$ cat src/core/atr_pkg.sv
package atr_pkg;

    // memory-mapped register addresses
    localparam logic [15:0] ADDR_PORT2_DIR   = 16'hFF22;
    localparam logic [15:0] ADDR_TRIG_CTL    = 16'hFF96;
    localparam logic [15:0] ADDR_RES_LOW     = 16'hFF10;
    localparam logic [15:0] ADDR_RES_HIGH    = 16'hFF11;
    localparam logic [15:0] ADDR_SYNC0_L     = 16'hFF12;
    localparam logic [15:0] ADDR_SYNC0_H     = 16'hFF13;
    localparam logic [15:0] ADDR_SYNC0_LOW   = 16'hFF14;
    localparam logic [15:0] ADDR_SYNC1_L     = 16'hFF15;
    localparam logic [15:0] ADDR_SYNC1_H     = 16'hFF16;
    localparam logic [15:0] ADDR_SYNC1_LOW   = 16'hFF17;
    localparam logic [15:0] ADDR_CONV_MODE   = 16'hFF18;
    localparam logic [15:0] ADDR_PORT_CFG    = 16'hFF19;
    localparam logic [15:0] ADDR_CHAN_SEL    = 16'hFF1A;
    localparam logic [15:0] ADDR_PORT7_DIR   = 16'hFF27;

    // reset values
    localparam logic [7:0] PORT2_DIR_RST  = 8'hFF;
    localparam logic [7:0] PORT7_DIR_RST  = 8'hFF;
    localparam logic [7:0] TRIG_CTL_RST   = 8'h00;
    localparam logic [7:0] CONV_MODE_RST  = 8'h00;
    localparam logic [7:0] PORT_CFG_RST   = 8'h00;
    localparam logic [7:0] CHAN_SEL_RST   = 8'h00;

    // field positions and widths
    localparam int TRIG_EN_BIT     = 1;
    localparam int CAP_SEL_BIT     = 0;
    localparam int CONV_EN_BIT     = 7;
    localparam int TRIG_MODE_BIT   = 6;
    localparam int REF_SEL_BIT     = 0;
    localparam int RES_BITS        = 10;
    localparam int OPAMP_PINS      = 3;
    localparam int TRIG_CTL_USED   = 2;

    // read-back index into the result bank
    localparam logic [2:0] SEL_RES_LOW    = 3'h0;
    localparam logic [2:0] SEL_RES_HIGH   = 3'h1;
    localparam logic [2:0] SEL_SYNC0_L    = 3'h2;
    localparam logic [2:0] SEL_SYNC0_H    = 3'h3;
    localparam logic [2:0] SEL_SYNC0_LOW  = 3'h4;
    localparam logic [2:0] SEL_SYNC1_L    = 3'h5;
    localparam logic [2:0] SEL_SYNC1_H    = 3'h6;
    localparam logic [2:0] SEL_SYNC1_LOW  = 3'h7;

    typedef enum logic [1:0] {
        SRC_SOFT   = 2'h0,
        SRC_TIMER0 = 2'h1,
        SRC_TIMER1 = 2'h2
    } atr_src_type;

    typedef enum logic [1:0] {
        ST_IDLE = 2'b01,
        ST_BUSY = 2'b10
    } atr_state_type;

endpackage

$ cat src/core/atr_res_if.sv
`timescale 1ns/10ps
interface atr_res_if;
    import atr_pkg::*;
    logic        wr_valid;
    atr_src_type wr_src;
    logic [9:0]  wr_value;
    logic        rd_en;
    logic [2:0]  rd_sel;
    logic [7:0]  rd_data;

    modport ctrl (output wr_valid, output wr_src, output wr_value,
                  output rd_en, output rd_sel, input rd_data);
    modport bank (input wr_valid, input wr_src, input wr_value,
                  input rd_en, input rd_sel, output rd_data);
endinterface

$ cat src/core/atr_result_bank.sv
`timescale 1ns/10ps
module atr_result_bank
    import atr_pkg::*;
(
    // clock and reset
    input  wire logic clk_sys_in,
    input  wire logic rst_in,
    // controller side
    atr_res_if.bank   res
);
    logic [RES_BITS-1:0] norm_q;
    logic [RES_BITS-1:0] sync0_q;
    logic [RES_BITS-1:0] sync1_q;
    logic [7:0]          rd_data_q;

    // software starts touch only the normal result, timer starts their own
    always_ff @(posedge clk_sys_in or posedge rst_in) begin
        if (rst_in) begin
            norm_q  <= '0;
            sync0_q <= '0;
            sync1_q <= '0;
        end else if (res.wr_valid) begin
            unique case (res.wr_src)
                SRC_SOFT:   norm_q  <= res.wr_value;
                SRC_TIMER0: sync0_q <= res.wr_value;
                SRC_TIMER1: sync1_q <= res.wr_value;
                default:    norm_q  <= norm_q;
            endcase
        end
    end

    // upper six bits of the sync word read as zero
    function automatic logic [7:0] sync_high(input logic [RES_BITS-1:0] v);
        sync_high = {6'h00, v[RES_BITS-1:8]};
    endfunction

    always_ff @(posedge clk_sys_in or posedge rst_in) begin
        if (rst_in) begin
            rd_data_q <= 8'h00;
        end else if (res.rd_en) begin
            unique case (res.rd_sel)
                SEL_RES_LOW:   rd_data_q <= norm_q[7:0];
                SEL_RES_HIGH:  rd_data_q <= norm_q[RES_BITS-1:2];
                SEL_SYNC0_L:   rd_data_q <= sync0_q[7:0];
                SEL_SYNC0_H:   rd_data_q <= sync_high(sync0_q);
                SEL_SYNC0_LOW: rd_data_q <= sync0_q[7:0];
                SEL_SYNC1_L:   rd_data_q <= sync1_q[7:0];
                SEL_SYNC1_H:   rd_data_q <= sync_high(sync1_q);
                SEL_SYNC1_LOW: rd_data_q <= sync1_q[7:0];
            endcase
        end
    end

    assign res.rd_data = rd_data_q;

    a_high_byte_load: assert property (@(posedge clk_sys_in) disable iff (rst_in)
        res.rd_en && res.rd_sel == SEL_RES_HIGH
        |=> rd_data_q == $past(norm_q[RES_BITS-1:2]))
        else $error("high result byte not loaded from conversion");
    a_sync_word_load: assert property (@(posedge clk_sys_in) disable iff (rst_in)
        res.wr_valid && res.wr_src == SRC_TIMER1 |=> sync1_q == $past(res.wr_value))
        else $error("timer sync result not loaded");
endmodule

$ cat src/core/atr_adc_ctrl.sv
`timescale 1ns/10ps
// Operation
// - each conversion end loads result high byte with upper 8 bits; here software conversions only
// - each conversion end loads result low byte with lower 8 bits; here software conversions only
// - timer conversions fill low 10 bits of sync result, top 6 read zero
// - timer conversions also load the sync low byte register
// - reading any result register inserts one bus wait cycle
// - channel select writes get a wait cycle; no writes with clock stopped
// - conversion end interrupt pulses once the selected conversion completes
// - trigger control bit 1 enables timer 1 sync trigger, clear suppresses
// - trigger comes from ch0 compare match; software keeps ch0 as compare
// - trigger control bit 0 picks ch0 compare (0) or capture (1)
// - triggers ignored while conversion disabled, honoured once enabled
// - mode, port config and channel select writable while timer runs
// - port 2 direction bit: 0 output buffer on, 1 output buffer off
// - reset sets port 2 direction to all ones
// - port 2 pins 0 to 2 join the amplifier only when direction bit is 1
module atr_adc_ctrl
    import atr_pkg::*;
(
    // clock and reset
    input  wire logic        clk_sys_in,
    input  wire logic        rst_in,
    // cpu register port, strobes held until wait drops
    input  wire logic [15:0] cpu_addr_in,
    input  wire logic        cpu_rd_in,
    input  wire logic        cpu_wr_in,
    input  wire logic [7:0]  cpu_wdata_in,
    output logic      [7:0]  cpu_rdata_out,
    output logic             cpu_wait_out,
    // timers
    input  wire logic        timer0_sync_trigger_in,
    input  wire logic        timer1_ch0_match_in,
    output logic             ch0_capture_select_out,
    // analog converter core
    input  wire logic        sar_done_in,
    input  wire logic [9:0]  sar_value_in,
    output logic             conv_start_out,
    output logic             conv_busy_out,
    output logic      [7:0]  channel_select_out,
    output logic      [7:0]  port_config_0_out,
    output logic             internal_ref_select_out,
    output logic             conversion_end_irq_out,
    // pin control
    output logic      [7:0]  port2_output_enable_out,
    output logic      [7:0]  port7_output_enable_out,
    output logic      [2:0]  opamp_connect_out
);
    atr_res_if res ();

    logic [7:0]    port2_dir_q;
    logic [7:0]    port7_dir_q;
    logic [7:0]    trig_ctl_q;
    logic [7:0]    conv_mode_q;
    logic [7:0]    port_cfg_q;
    logic [7:0]    chan_sel_q;
    logic          wait_done_q;
    logic          rd_pending_q;
    logic [7:0]    reg_rdata_q;
    logic          start_q;
    logic          irq_q;
    atr_src_type   src_q;
    atr_state_type state_q;
    logic          waited_reg;
    logic          rd_go;
    logic          wr_go;
    logic          conv_en;
    logic          trig1_valid;
    logic          trig0_valid;
    logic          soft_go;

    // true for the result registers, whose reads cost one extra bus cycle
    function automatic logic is_result(input logic [15:0] a);
        is_result = (a >= ADDR_RES_LOW) && (a <= ADDR_SYNC1_LOW);
    endfunction

    function automatic logic [2:0] result_sel(input logic [15:0] a);
        result_sel = 3'(a - ADDR_RES_LOW);
    endfunction

    // bus handshake
    assign waited_reg = (cpu_rd_in && is_result(cpu_addr_in))
                     || (cpu_wr_in && cpu_addr_in == ADDR_CHAN_SEL);
    assign cpu_wait_out = waited_reg && !wait_done_q;
    assign rd_go = cpu_rd_in && !cpu_wait_out;
    assign wr_go = cpu_wr_in && !cpu_wait_out;

    // the strobe holds through the wait, so one bit of history is enough
    always_ff @(posedge clk_sys_in or posedge rst_in) begin
        if (rst_in) begin
            wait_done_q <= 1'b0;
        end else begin
            wait_done_q <= cpu_wait_out;
        end
    end

    // writable registers; no write is blocked by the timer state
    always_ff @(posedge clk_sys_in or posedge rst_in) begin
        if (rst_in) begin
            port2_dir_q <= PORT2_DIR_RST;
            port7_dir_q <= PORT7_DIR_RST;
            trig_ctl_q  <= TRIG_CTL_RST;
            conv_mode_q <= CONV_MODE_RST;
            port_cfg_q  <= PORT_CFG_RST;
            chan_sel_q  <= CHAN_SEL_RST;
        end else if (wr_go) begin
            unique case (cpu_addr_in)
                ADDR_PORT2_DIR: port2_dir_q <= cpu_wdata_in;
                ADDR_PORT7_DIR: port7_dir_q <= cpu_wdata_in;
                ADDR_TRIG_CTL:  trig_ctl_q  <= {6'h00, cpu_wdata_in[TRIG_CTL_USED-1:0]};
                ADDR_CONV_MODE: conv_mode_q <= cpu_wdata_in;
                ADDR_PORT_CFG:  port_cfg_q  <= cpu_wdata_in;
                ADDR_CHAN_SEL:  chan_sel_q  <= cpu_wdata_in;
                default:        port_cfg_q  <= port_cfg_q;
            endcase
        end
    end

    // read path: plain registers here, results from the bank
    always_ff @(posedge clk_sys_in or posedge rst_in) begin
        if (rst_in) begin
            reg_rdata_q  <= 8'h00;
            rd_pending_q <= 1'b0;
        end else begin
            rd_pending_q <= rd_go && is_result(cpu_addr_in);
            if (rd_go) begin
                unique case (cpu_addr_in)
                    ADDR_PORT2_DIR: reg_rdata_q <= port2_dir_q;
                    ADDR_PORT7_DIR: reg_rdata_q <= port7_dir_q;
                    ADDR_TRIG_CTL:  reg_rdata_q <= trig_ctl_q;
                    ADDR_CONV_MODE: reg_rdata_q <= conv_mode_q;
                    ADDR_PORT_CFG:  reg_rdata_q <= port_cfg_q;
                    ADDR_CHAN_SEL:  reg_rdata_q <= chan_sel_q;
                    default:        reg_rdata_q <= 8'h00;
                endcase
            end
        end
    end

    assign res.rd_en     = rd_go && is_result(cpu_addr_in);
    assign res.rd_sel    = result_sel(cpu_addr_in);
    assign cpu_rdata_out = rd_pending_q ? res.rd_data : reg_rdata_q;

    // trigger qualification
    assign conv_en     = conv_mode_q[CONV_EN_BIT];
    assign trig1_valid = timer1_ch0_match_in && trig_ctl_q[TRIG_EN_BIT]
                      && !trig_ctl_q[CAP_SEL_BIT]
                      && conv_en;
    assign trig0_valid = timer0_sync_trigger_in && conv_en;
    // software mode runs back to back while enabled
    assign soft_go     = conv_en && !conv_mode_q[TRIG_MODE_BIT];

    // conversion sequencer; clearing the enable abandons a conversion
    always_ff @(posedge clk_sys_in or posedge rst_in) begin
        if (rst_in) begin
            state_q <= ST_IDLE;
            src_q   <= SRC_SOFT;
            start_q <= 1'b0;
        end else begin
            start_q <= 1'b0;
            unique case (state_q)
                ST_IDLE: begin
                    if (conv_mode_q[TRIG_MODE_BIT] && trig1_valid) begin
                        state_q <= ST_BUSY;
                        src_q   <= SRC_TIMER1;
                        start_q <= 1'b1;
                    end else if (conv_mode_q[TRIG_MODE_BIT] && trig0_valid) begin
                        state_q <= ST_BUSY;
                        src_q   <= SRC_TIMER0;
                        start_q <= 1'b1;
                    end else if (soft_go) begin
                        state_q <= ST_BUSY;
                        src_q   <= SRC_SOFT;
                        start_q <= 1'b1;
                    end
                end
                ST_BUSY: begin
                    if (!conv_en || sar_done_in) begin
                        state_q <= ST_IDLE;
                    end
                end
                default: state_q <= ST_IDLE;
            endcase
        end
    end

    assign res.wr_valid = (state_q == ST_BUSY) && sar_done_in && conv_en;
    assign res.wr_src   = src_q;
    assign res.wr_value = sar_value_in;

    // interrupt pulse rises on the same edge the result lands
    always_ff @(posedge clk_sys_in or posedge rst_in) begin
        if (rst_in) begin
            irq_q <= 1'b0;
        end else begin
            irq_q <= res.wr_valid;
        end
    end

    atr_result_bank u_bank (
        .clk_sys_in (clk_sys_in),
        .rst_in     (rst_in),
        .res        (res)
    );

    assign conv_start_out          = start_q;
    assign conv_busy_out           = state_q == ST_BUSY;
    assign conversion_end_irq_out  = irq_q;
    assign channel_select_out      = chan_sel_q;
    assign port_config_0_out       = port_cfg_q;
    assign internal_ref_select_out = conv_mode_q[REF_SEL_BIT];
    assign ch0_capture_select_out  = trig_ctl_q[CAP_SEL_BIT];
    assign port2_output_enable_out = ~port2_dir_q;
    assign port7_output_enable_out = ~port7_dir_q;
    assign opamp_connect_out       = port2_dir_q[OPAMP_PINS-1:0];

    a_result_read_wait: assert property (@(posedge clk_sys_in) disable iff (rst_in)
        $rose(cpu_rd_in) && is_result(cpu_addr_in) |-> cpu_wait_out ##1 !cpu_wait_out)
        else $error("result read did not wait exactly one cycle");
    a_chsel_write_wait: assert property (@(posedge clk_sys_in) disable iff (rst_in)
        $rose(cpu_wr_in) && cpu_addr_in == ADDR_CHAN_SEL
        |-> cpu_wait_out && $stable(chan_sel_q) ##1 !cpu_wait_out)
        else $error("channel select write did not wait");
    a_irq_after_done: assert property (@(posedge clk_sys_in) disable iff (rst_in)
        state_q == ST_BUSY && sar_done_in && conv_en |=> conversion_end_irq_out)
        else $error("conversion end without interrupt");
    a_irq_needs_done: assert property (@(posedge clk_sys_in) disable iff (rst_in)
        conversion_end_irq_out |-> $past(sar_done_in))
        else $error("interrupt without conversion end");
    a_trig_disabled: assert property (@(posedge clk_sys_in) disable iff (rst_in)
        state_q == ST_IDLE && conv_mode_q[TRIG_MODE_BIT] && !conv_en |=> !conv_start_out)
        else $error("trigger accepted while conversion disabled");
    a_trig_gate_off: assert property (@(posedge clk_sys_in) disable iff (rst_in)
        conv_start_out && src_q == SRC_TIMER1
        |-> $past(trig_ctl_q[TRIG_EN_BIT]) && !$past(trig_ctl_q[CAP_SEL_BIT]))
        else $error("timer 1 trigger passed while suppressed");
    a_trig_taken: assert property (@(posedge clk_sys_in) disable iff (rst_in)
        state_q == ST_IDLE && conv_mode_q[TRIG_MODE_BIT] && trig1_valid
        |=> conv_start_out && src_q == SRC_TIMER1)
        else $error("valid timer trigger not acted on");
    a_port2_reset: assert property (@(posedge clk_sys_in)
        $fell(rst_in) |-> port2_dir_q == PORT2_DIR_RST)
        else $error("port 2 direction not all ones after reset");
    a_opamp_gate: assert property (@(posedge clk_sys_in) disable iff (rst_in)
        opamp_connect_out != 3'h0 |-> (port2_output_enable_out[2:0] & opamp_connect_out) == 3'h0)
        else $error("amplifier pin connected while output buffer on");
    a_soft_dest: assert property (@(posedge clk_sys_in) disable iff (rst_in)
        res.wr_valid |-> res.wr_src == src_q && $past(state_q) == ST_BUSY)
        else $error("result written to wrong source bank");

    c_soft_conv:  cover property (@(posedge clk_sys_in) conversion_end_irq_out && src_q == SRC_SOFT);
    c_timer1_conv: cover property (@(posedge clk_sys_in) res.wr_valid && src_q == SRC_TIMER1);
    c_result_read: cover property (@(posedge clk_sys_in) rd_pending_q);
    c_abort:      cover property (@(posedge clk_sys_in) state_q == ST_BUSY && !conv_en);
endmodule

$ cat config.mk
export PLATFORM = sky130hd
export DESIGN_NAME = atr_adc_ctrl
export DESIGN_NICKNAME = d
export VERILOG_FILES = /design/src/core/atr_pkg.sv /design/src/core/atr_res_if.sv /design/src/core/atr_result_bank.sv /design/src/core/atr_adc_ctrl.sv
export SDC_FILE = /design/constraint.sdc
export NUM_CORES = 1
export LEC_CHECK = 0
export ABC_AREA = 1
export BUFFER_PORTS_ARGS = -buffer_cell sky130_fd_sc_hd__buf_2
export CAP_MARGIN = 20
export CORE_MARGIN = 5
export CORE_UTILIZATION = 61
export DETAILED_ROUTE_END_ITERATION = 7
export MAX_ROUTING_LAYER = met4
export PLACE_DENSITY = 0.95
export SYNTH_ARGS = -nofsm -noshare
export SYNTH_HDL_FRONTEND = slang
export SYNTH_HIERARCHICAL = 1
export SYNTH_SLANG_ARGS = --single-unit
$ cat constraint.sdc
create_clock -name clk_sys_in -period 3.7 [get_ports clk_sys_in]
set_clock_uncertainty 0.15 [all_clocks]
set_input_delay 0.74 -clock clk_sys_in [delete_from_list [all_inputs] [get_ports clk_sys_in]]
set_output_delay 0.74 -clock clk_sys_in [all_outputs]
set_load 0.01 [all_outputs]
# Yosys cells after proc, flatten, opt, wreduce, memory -nomap -nowiden
# Cells that the tools add are included.
# word_totals
reg_bits	96
out_inout_bits	49
wordCells	95
# classes
addsub	1
order_cmp	2
eq_ne	19
muxes	15
bitwise	2
n_reduce_logical	39
# ops
op	n
16-bit equality test, second input constant	6
8-bit case mux with 6 select lines	2
2-bit AND reduction	11
16-bit greater-or-equal comparator, second input constant	1
16-bit less-or-equal comparator, second input constant	1
1-bit logical AND	16
8-bit NOT	2
2-bit 2-to-1 mux	7
3-bit equality test, second input constant	4
8-bit 2-to-1 mux	1
3-bit by 2-bit equality test with 1-bit output, second input constant	2
1-bit zero test	5
2-bit by 1-bit equality test with 1-bit output, second input constant	2
2-bit equality test, second input constant	2
1-bit 2-to-1 mux	4
4-bit inequality test, second input constant	1
2-bit case mux with 2 select lines	1
2-bit OR reduction	2
3-bit by 1-bit equality test with 1-bit output, second input constant	1
3-bit zero test	1
3-bit nonzero test	1
3-bit by 1-bit subtractor with 3-bit output, second input constant	1
2-bit zero test	1
1-bit logical OR	2
2-bit by 1-bit inequality test with 1-bit output, second input constant	1

# Longest topological paths before layout
# depth
depth_word	8
depth_mapped	12

# By module
# Netlist, hierarchy kept.
# modules_own_cells
module	instances	cells_each	area_per_inst_um2	seq_area_each_um2
atr_adc_ctrl	1	434	3255.6	1472.7
atr_result_bank	1	222	1818.0	950.9

# Least setup slack after synthesis
# OpenSTA, ideal clock, no wires.
# synth_path
path_type	input-to-output
startpoint	in cpu_addr_in[15]
endpoint	out cpu_wait_out
t_arrival_ns	1.776
setup_slack_ns	1.034
stages	11
n_path_buf	3
path_cell_list	nand2_1 -> inv_2 -> nand2_1 -> nor2_1 -> buf_2 -> nand3_2 -> nand2_2 -> nand2_2 -> buf_6 -> buf_6 -> inv_1
# synth_via
elab_chain_len	5
elab_cells_between_ends	8
# synth_lines
element	line	source
from (decl)	atr_adc_ctrl.sv:25	input wire logic [15:0] cpu_addr_in,
16-bit greater-or-equal comparator or 16-bit less-or-equal comparator (tied branches)	atr_adc_ctrl.sv:74	is_result = (a >= ADDR_RES_LOW) && (a <= ADDR_SYNC1_LOW);
1-bit logical AND	atr_adc_ctrl.sv:74	
1-bit logical AND	atr_adc_ctrl.sv:82	assign waited_reg = (cpu_rd_in && is_result(cpu_addr_in))
1-bit logical OR (*)	atr_adc_ctrl.sv:83	|| (cpu_wr_in && cpu_addr_in == ADDR_CHAN_SEL);
1-bit logical AND (*)	atr_adc_ctrl.sv:84	assign cpu_wait_out = waited_reg && !wait_done_q;
to (decl)	atr_adc_ctrl.sv:30	output logic cpu_wait_out,
# Mark *: on every way between the ends. The rest lies on a longest branch, timed or not.

# Worst setup path in the final report
# layout_path
startpoint	in cpu_addr_in[1]
endpoint	out cpu_wait_out
# Same word-level chain as after synthesis.

==> run_results.csv <==
group,metric,value,unit
power_and_ir_drop,power.density,313,nW/um2
synthesis,synth_cell_type_count,30,
synthesis,synth_edf_count,0,
floorplan,die_y,101,um
finish,final_cell_mix,"223 x nand2_1, 89 x buf_2, 79 x dfrtp_1, 77 x inv_1, 50 x nand3_1",
worst_setup_path,crit_family,"simple AND/OR/NAND/NOR gates",
power_and_ir_drop,clkPwrFrac,34.8,%
placement,io_buffers,89,
sta,max_freq,360,MHz
clock_tree,cts_root_buf,"clkbuf_8",
worst_setup_path,crit_path_frequent_cell,"nand2_2",
sta,finalMaxSlewViolations,0,
run,drv_cap,0,
finish,area_growth_syn_to_layout,12.5,%
synthesis,synth_compound_area_share,6.02,%
routing,wl_per_cell,15.7,um
synthesis,yosysWarnings,6,
worst_setup_path,crit_fanout,9,
worst_setup_path,path_class,"primary input to output pin",
global_routing,grt_use_total,28.1,%
synthesis,synthMuxAreaShare,1.78,%
global_routing,grt_max_degree,41,
sta,period_minus_slack,2780,ps
power_and_ir_drop,peakVddDrop,0.293,mV
routing,drcViolationCount,0,
finish,final_nets,777,
routing,antenna_left,0,
synthesis,synth_top_cell_area_share,39.0,%
clock_tree,postCtsSetupRepairBufs,0,
power_and_ir_drop,swShare,25.8,%
synthesis,synth_cells,656,
power_and_ir_drop,power.switching,0.460,mW
synthesis,ys_ff_latch,96,
placement,place.gp.congestion,1.01,
clock_tree,insertion_delay,360,ps
synthesis,synth_top_family_by_area,"simple AND/OR/NAND/NOR gates",
worst_setup_path,crit_arrival,1890,ps
sta,fin_crit_sh,75.1,%
worst_setup_path,path_cells,"buf_2 -> inv_2 -> nor2_2 -> nand2_2 -> nor2_8 -> nand3_2 -> nand2_2 -> nand2_2 -> inv_1 -> buf_2",
sta,worst_pin_slew,772,ps
clock_tree,cts_max_path_buffers,2,
synthesis,synth_area_leaders,"dfrtp_1 39%, nand2_1 16%, dfstp_2 8.8%",
synthesis,synth_top_area_cell,"dfrtp_1",
sta,relSlewSlack,48.4,%
synthesis,avgSynthCellArea,7.73,um2
synthesis,synth_ff_type,"dfrtp_1",
worst_setup_path,worst_setup_path_start_kind,"primary input",
global_routing,grt_pass1_wl,22100,um
placement,dp_hpwl,9470,um
floorplan,core-area,8180,um2
routing,wl,13300,um
worst_setup_path,required,2810,ps
clock_tree,cts_tree,"done",
worst_setup_path,cp_slowest_stage_delay,200,ps
synthesis,synthXorXnorAreaFrac,0,%
outcome,outcome,"completed",
global_routing,antenna_found_initial,0,
synthesis,synth_fp_nets,697,
finish,antenna-diode-count,0,
routing,dr.pass1.iters,5,
sta,finalSetupTns,0,ps
synthesis,yosys.area_share.simple,34.8,%
power_and_ir_drop,p_leak,3.12,nW
finish,final_common_cell,"nand2_1",
finish,utilization,69.8,%
floorplan,die_x,101,um
sta,rsz0062_at_grt,"false",
routing,drtIter0Drc,598,
synthesis,synth_fa_ha_area_share,0,%
power_and_ir_drop,p_comb_share,6.5,%
clock_tree,h-tree-depth,3,
routing,vias,4842,
clock_tree,clkSinkCount,96,
clock_tree,cts_buffers,9,
sta,hold_viol,0,
routing,post_drt_via_cell_ratio,5.72,
synthesis,synth_seq_area_share,47.8,%
clock_tree,postCtsHoldBufs,0,
power_and_ir_drop,seqPwrFrac,58.7,%
floorplan,floorplan.initialDensity,62.1,%
clock_tree,clk_pin_slew_worst_paths,90,ps
finish,drive_gt1_share,23.1,%
synthesis,synthArstFlopShare,100,%
worst_setup_path,cp_slowest_cell,"buf_2",
power_and_ir_drop,intPower,1.33,mW
floorplan,dieArea,10200,um2
synthesis,synth_area,5070,um2
worst_hold_path,hold_class,"flip-flop to flip-flop",
floorplan,row_count,33,
worst_setup_path,end_kind,"output pin",
worst_setup_path,path_buf_inv,4,
floorplan,pin_count,90,
sta,finalHoldWorstSlack,325,ps
global_routing,grt_pass1_vias,4711,
global_routing,grt-ovfl-total,0,
sta,setup_viol,0,
clock_tree,cts_resized,0,
## metal layers
layer  global-route usage (%)  part of all wire (%)  up-vias
li1                         -                     -     2270
met2                     43.1                    48      286
met5                        -                     0        -
met1                     38.1                    40     2248
met4                     9.30                   2.4        0
met3                     4.96                   9.6       38
## final timing paths
kind,startpoint,to,slack [ps],cells past startpoint
hold reg to reg,port7_dir_q[0],port7_dir_q[0],320,2
setup / recovery,cpu_addr_in[1],cpu_wait_out,920,10
hold / removal,port7_dir_q[0],port7_dir_q[0],320,2
max in group asynchronous,rst_in,state_q[0],2190,3
min in group asynchronous,rst_in,u_bank/norm_q[9],350,3
setup reg to reg,state_q[1],u_bank/sync0_q[4],1650,6
## flip-flops by register name, indices dropped and copies added, names as in the netlist, 2 cells and up
name,cells
u_bank/sync0_q,10
conv_mode_q,8
channel_select_out,8
port_config_0_out,8
port7_dir_q,8
u_bank/sync1_q,10
reg_rdata_q,8
u_bank/norm_q,10
u_bank/res.rd_data,8
state_q,2
trig_ctl_q,2
res.wr_src,2
port2_dir_q,8
## layout make-up
type / count / area (um2)
Clock inverter: 6 / 43.8
Clock buffer: 10 / 128
Timing Repair Buffer: 95 / 490
Multi-Input combinational cell: 448 / 2160
Sequential cell: 96 / 2420
Fill cell: 619 / 2470
Inverter: 86 / 328
Tap cell: 105 / 131
## power by group through the flow
| stage | sequential (mW) | clock, mW | combinational [mW] |
|---|---|---|---|
| after floorplan | 1.07 | 0 | 0.0608 |
| after global placement | 1.07 | 0 | 0.109 |
| after detailed placement | 1.07 | 0 | 0.114 |
| after CTS | 1.05 | 0.626 | 0.115 |
| after global routing | 1.05 | 0.683 | 0.128 |
| final | 1.05 | 0.622 | 0.116 |
## synth_stat cells (all sizes together) (4+ instances only)
| cell type | count |
|---|---|
| buf | 15 |
| clkbuf | 11 |
| dfrtp | 79 |
| dfstp | 17 |
| inv | 86 |
| mux2 | 8 |
| nand2 | 232 |
| nand3 | 53 |
| nand4 | 48 |
| nor2 | 34 |
| nor3 | 14 |
| o21ai | 51 |
| o21bai | 4 |
## cell families after synthesis
group	after synthesis
flops	96
simple gates	383
buf+inv	112
mux	8
compound gates	57
## metrics by stage
step                      power (mW)  worst slack [ps]  cell area [um2]  std cells
after floorplan                 1.13              1030             5070        656
after global placement          1.18               964             5540        830
after detailed placement        1.18               852             5540        830
after CTS                       1.79               918             5710        846
after global routing            1.86               804             5710        846
final                           1.79               922             5710        846
## worst reg2reg max path, cell delays in order (launching register included)
cell	delay, ps
dfrtp_1	360
inv_1	40
nor2_1	110
nand2_1	80
nor2_1	250
nand3_1	570
o21ai_0	400
Note: power is estimated with default switching activity, not from simulation.
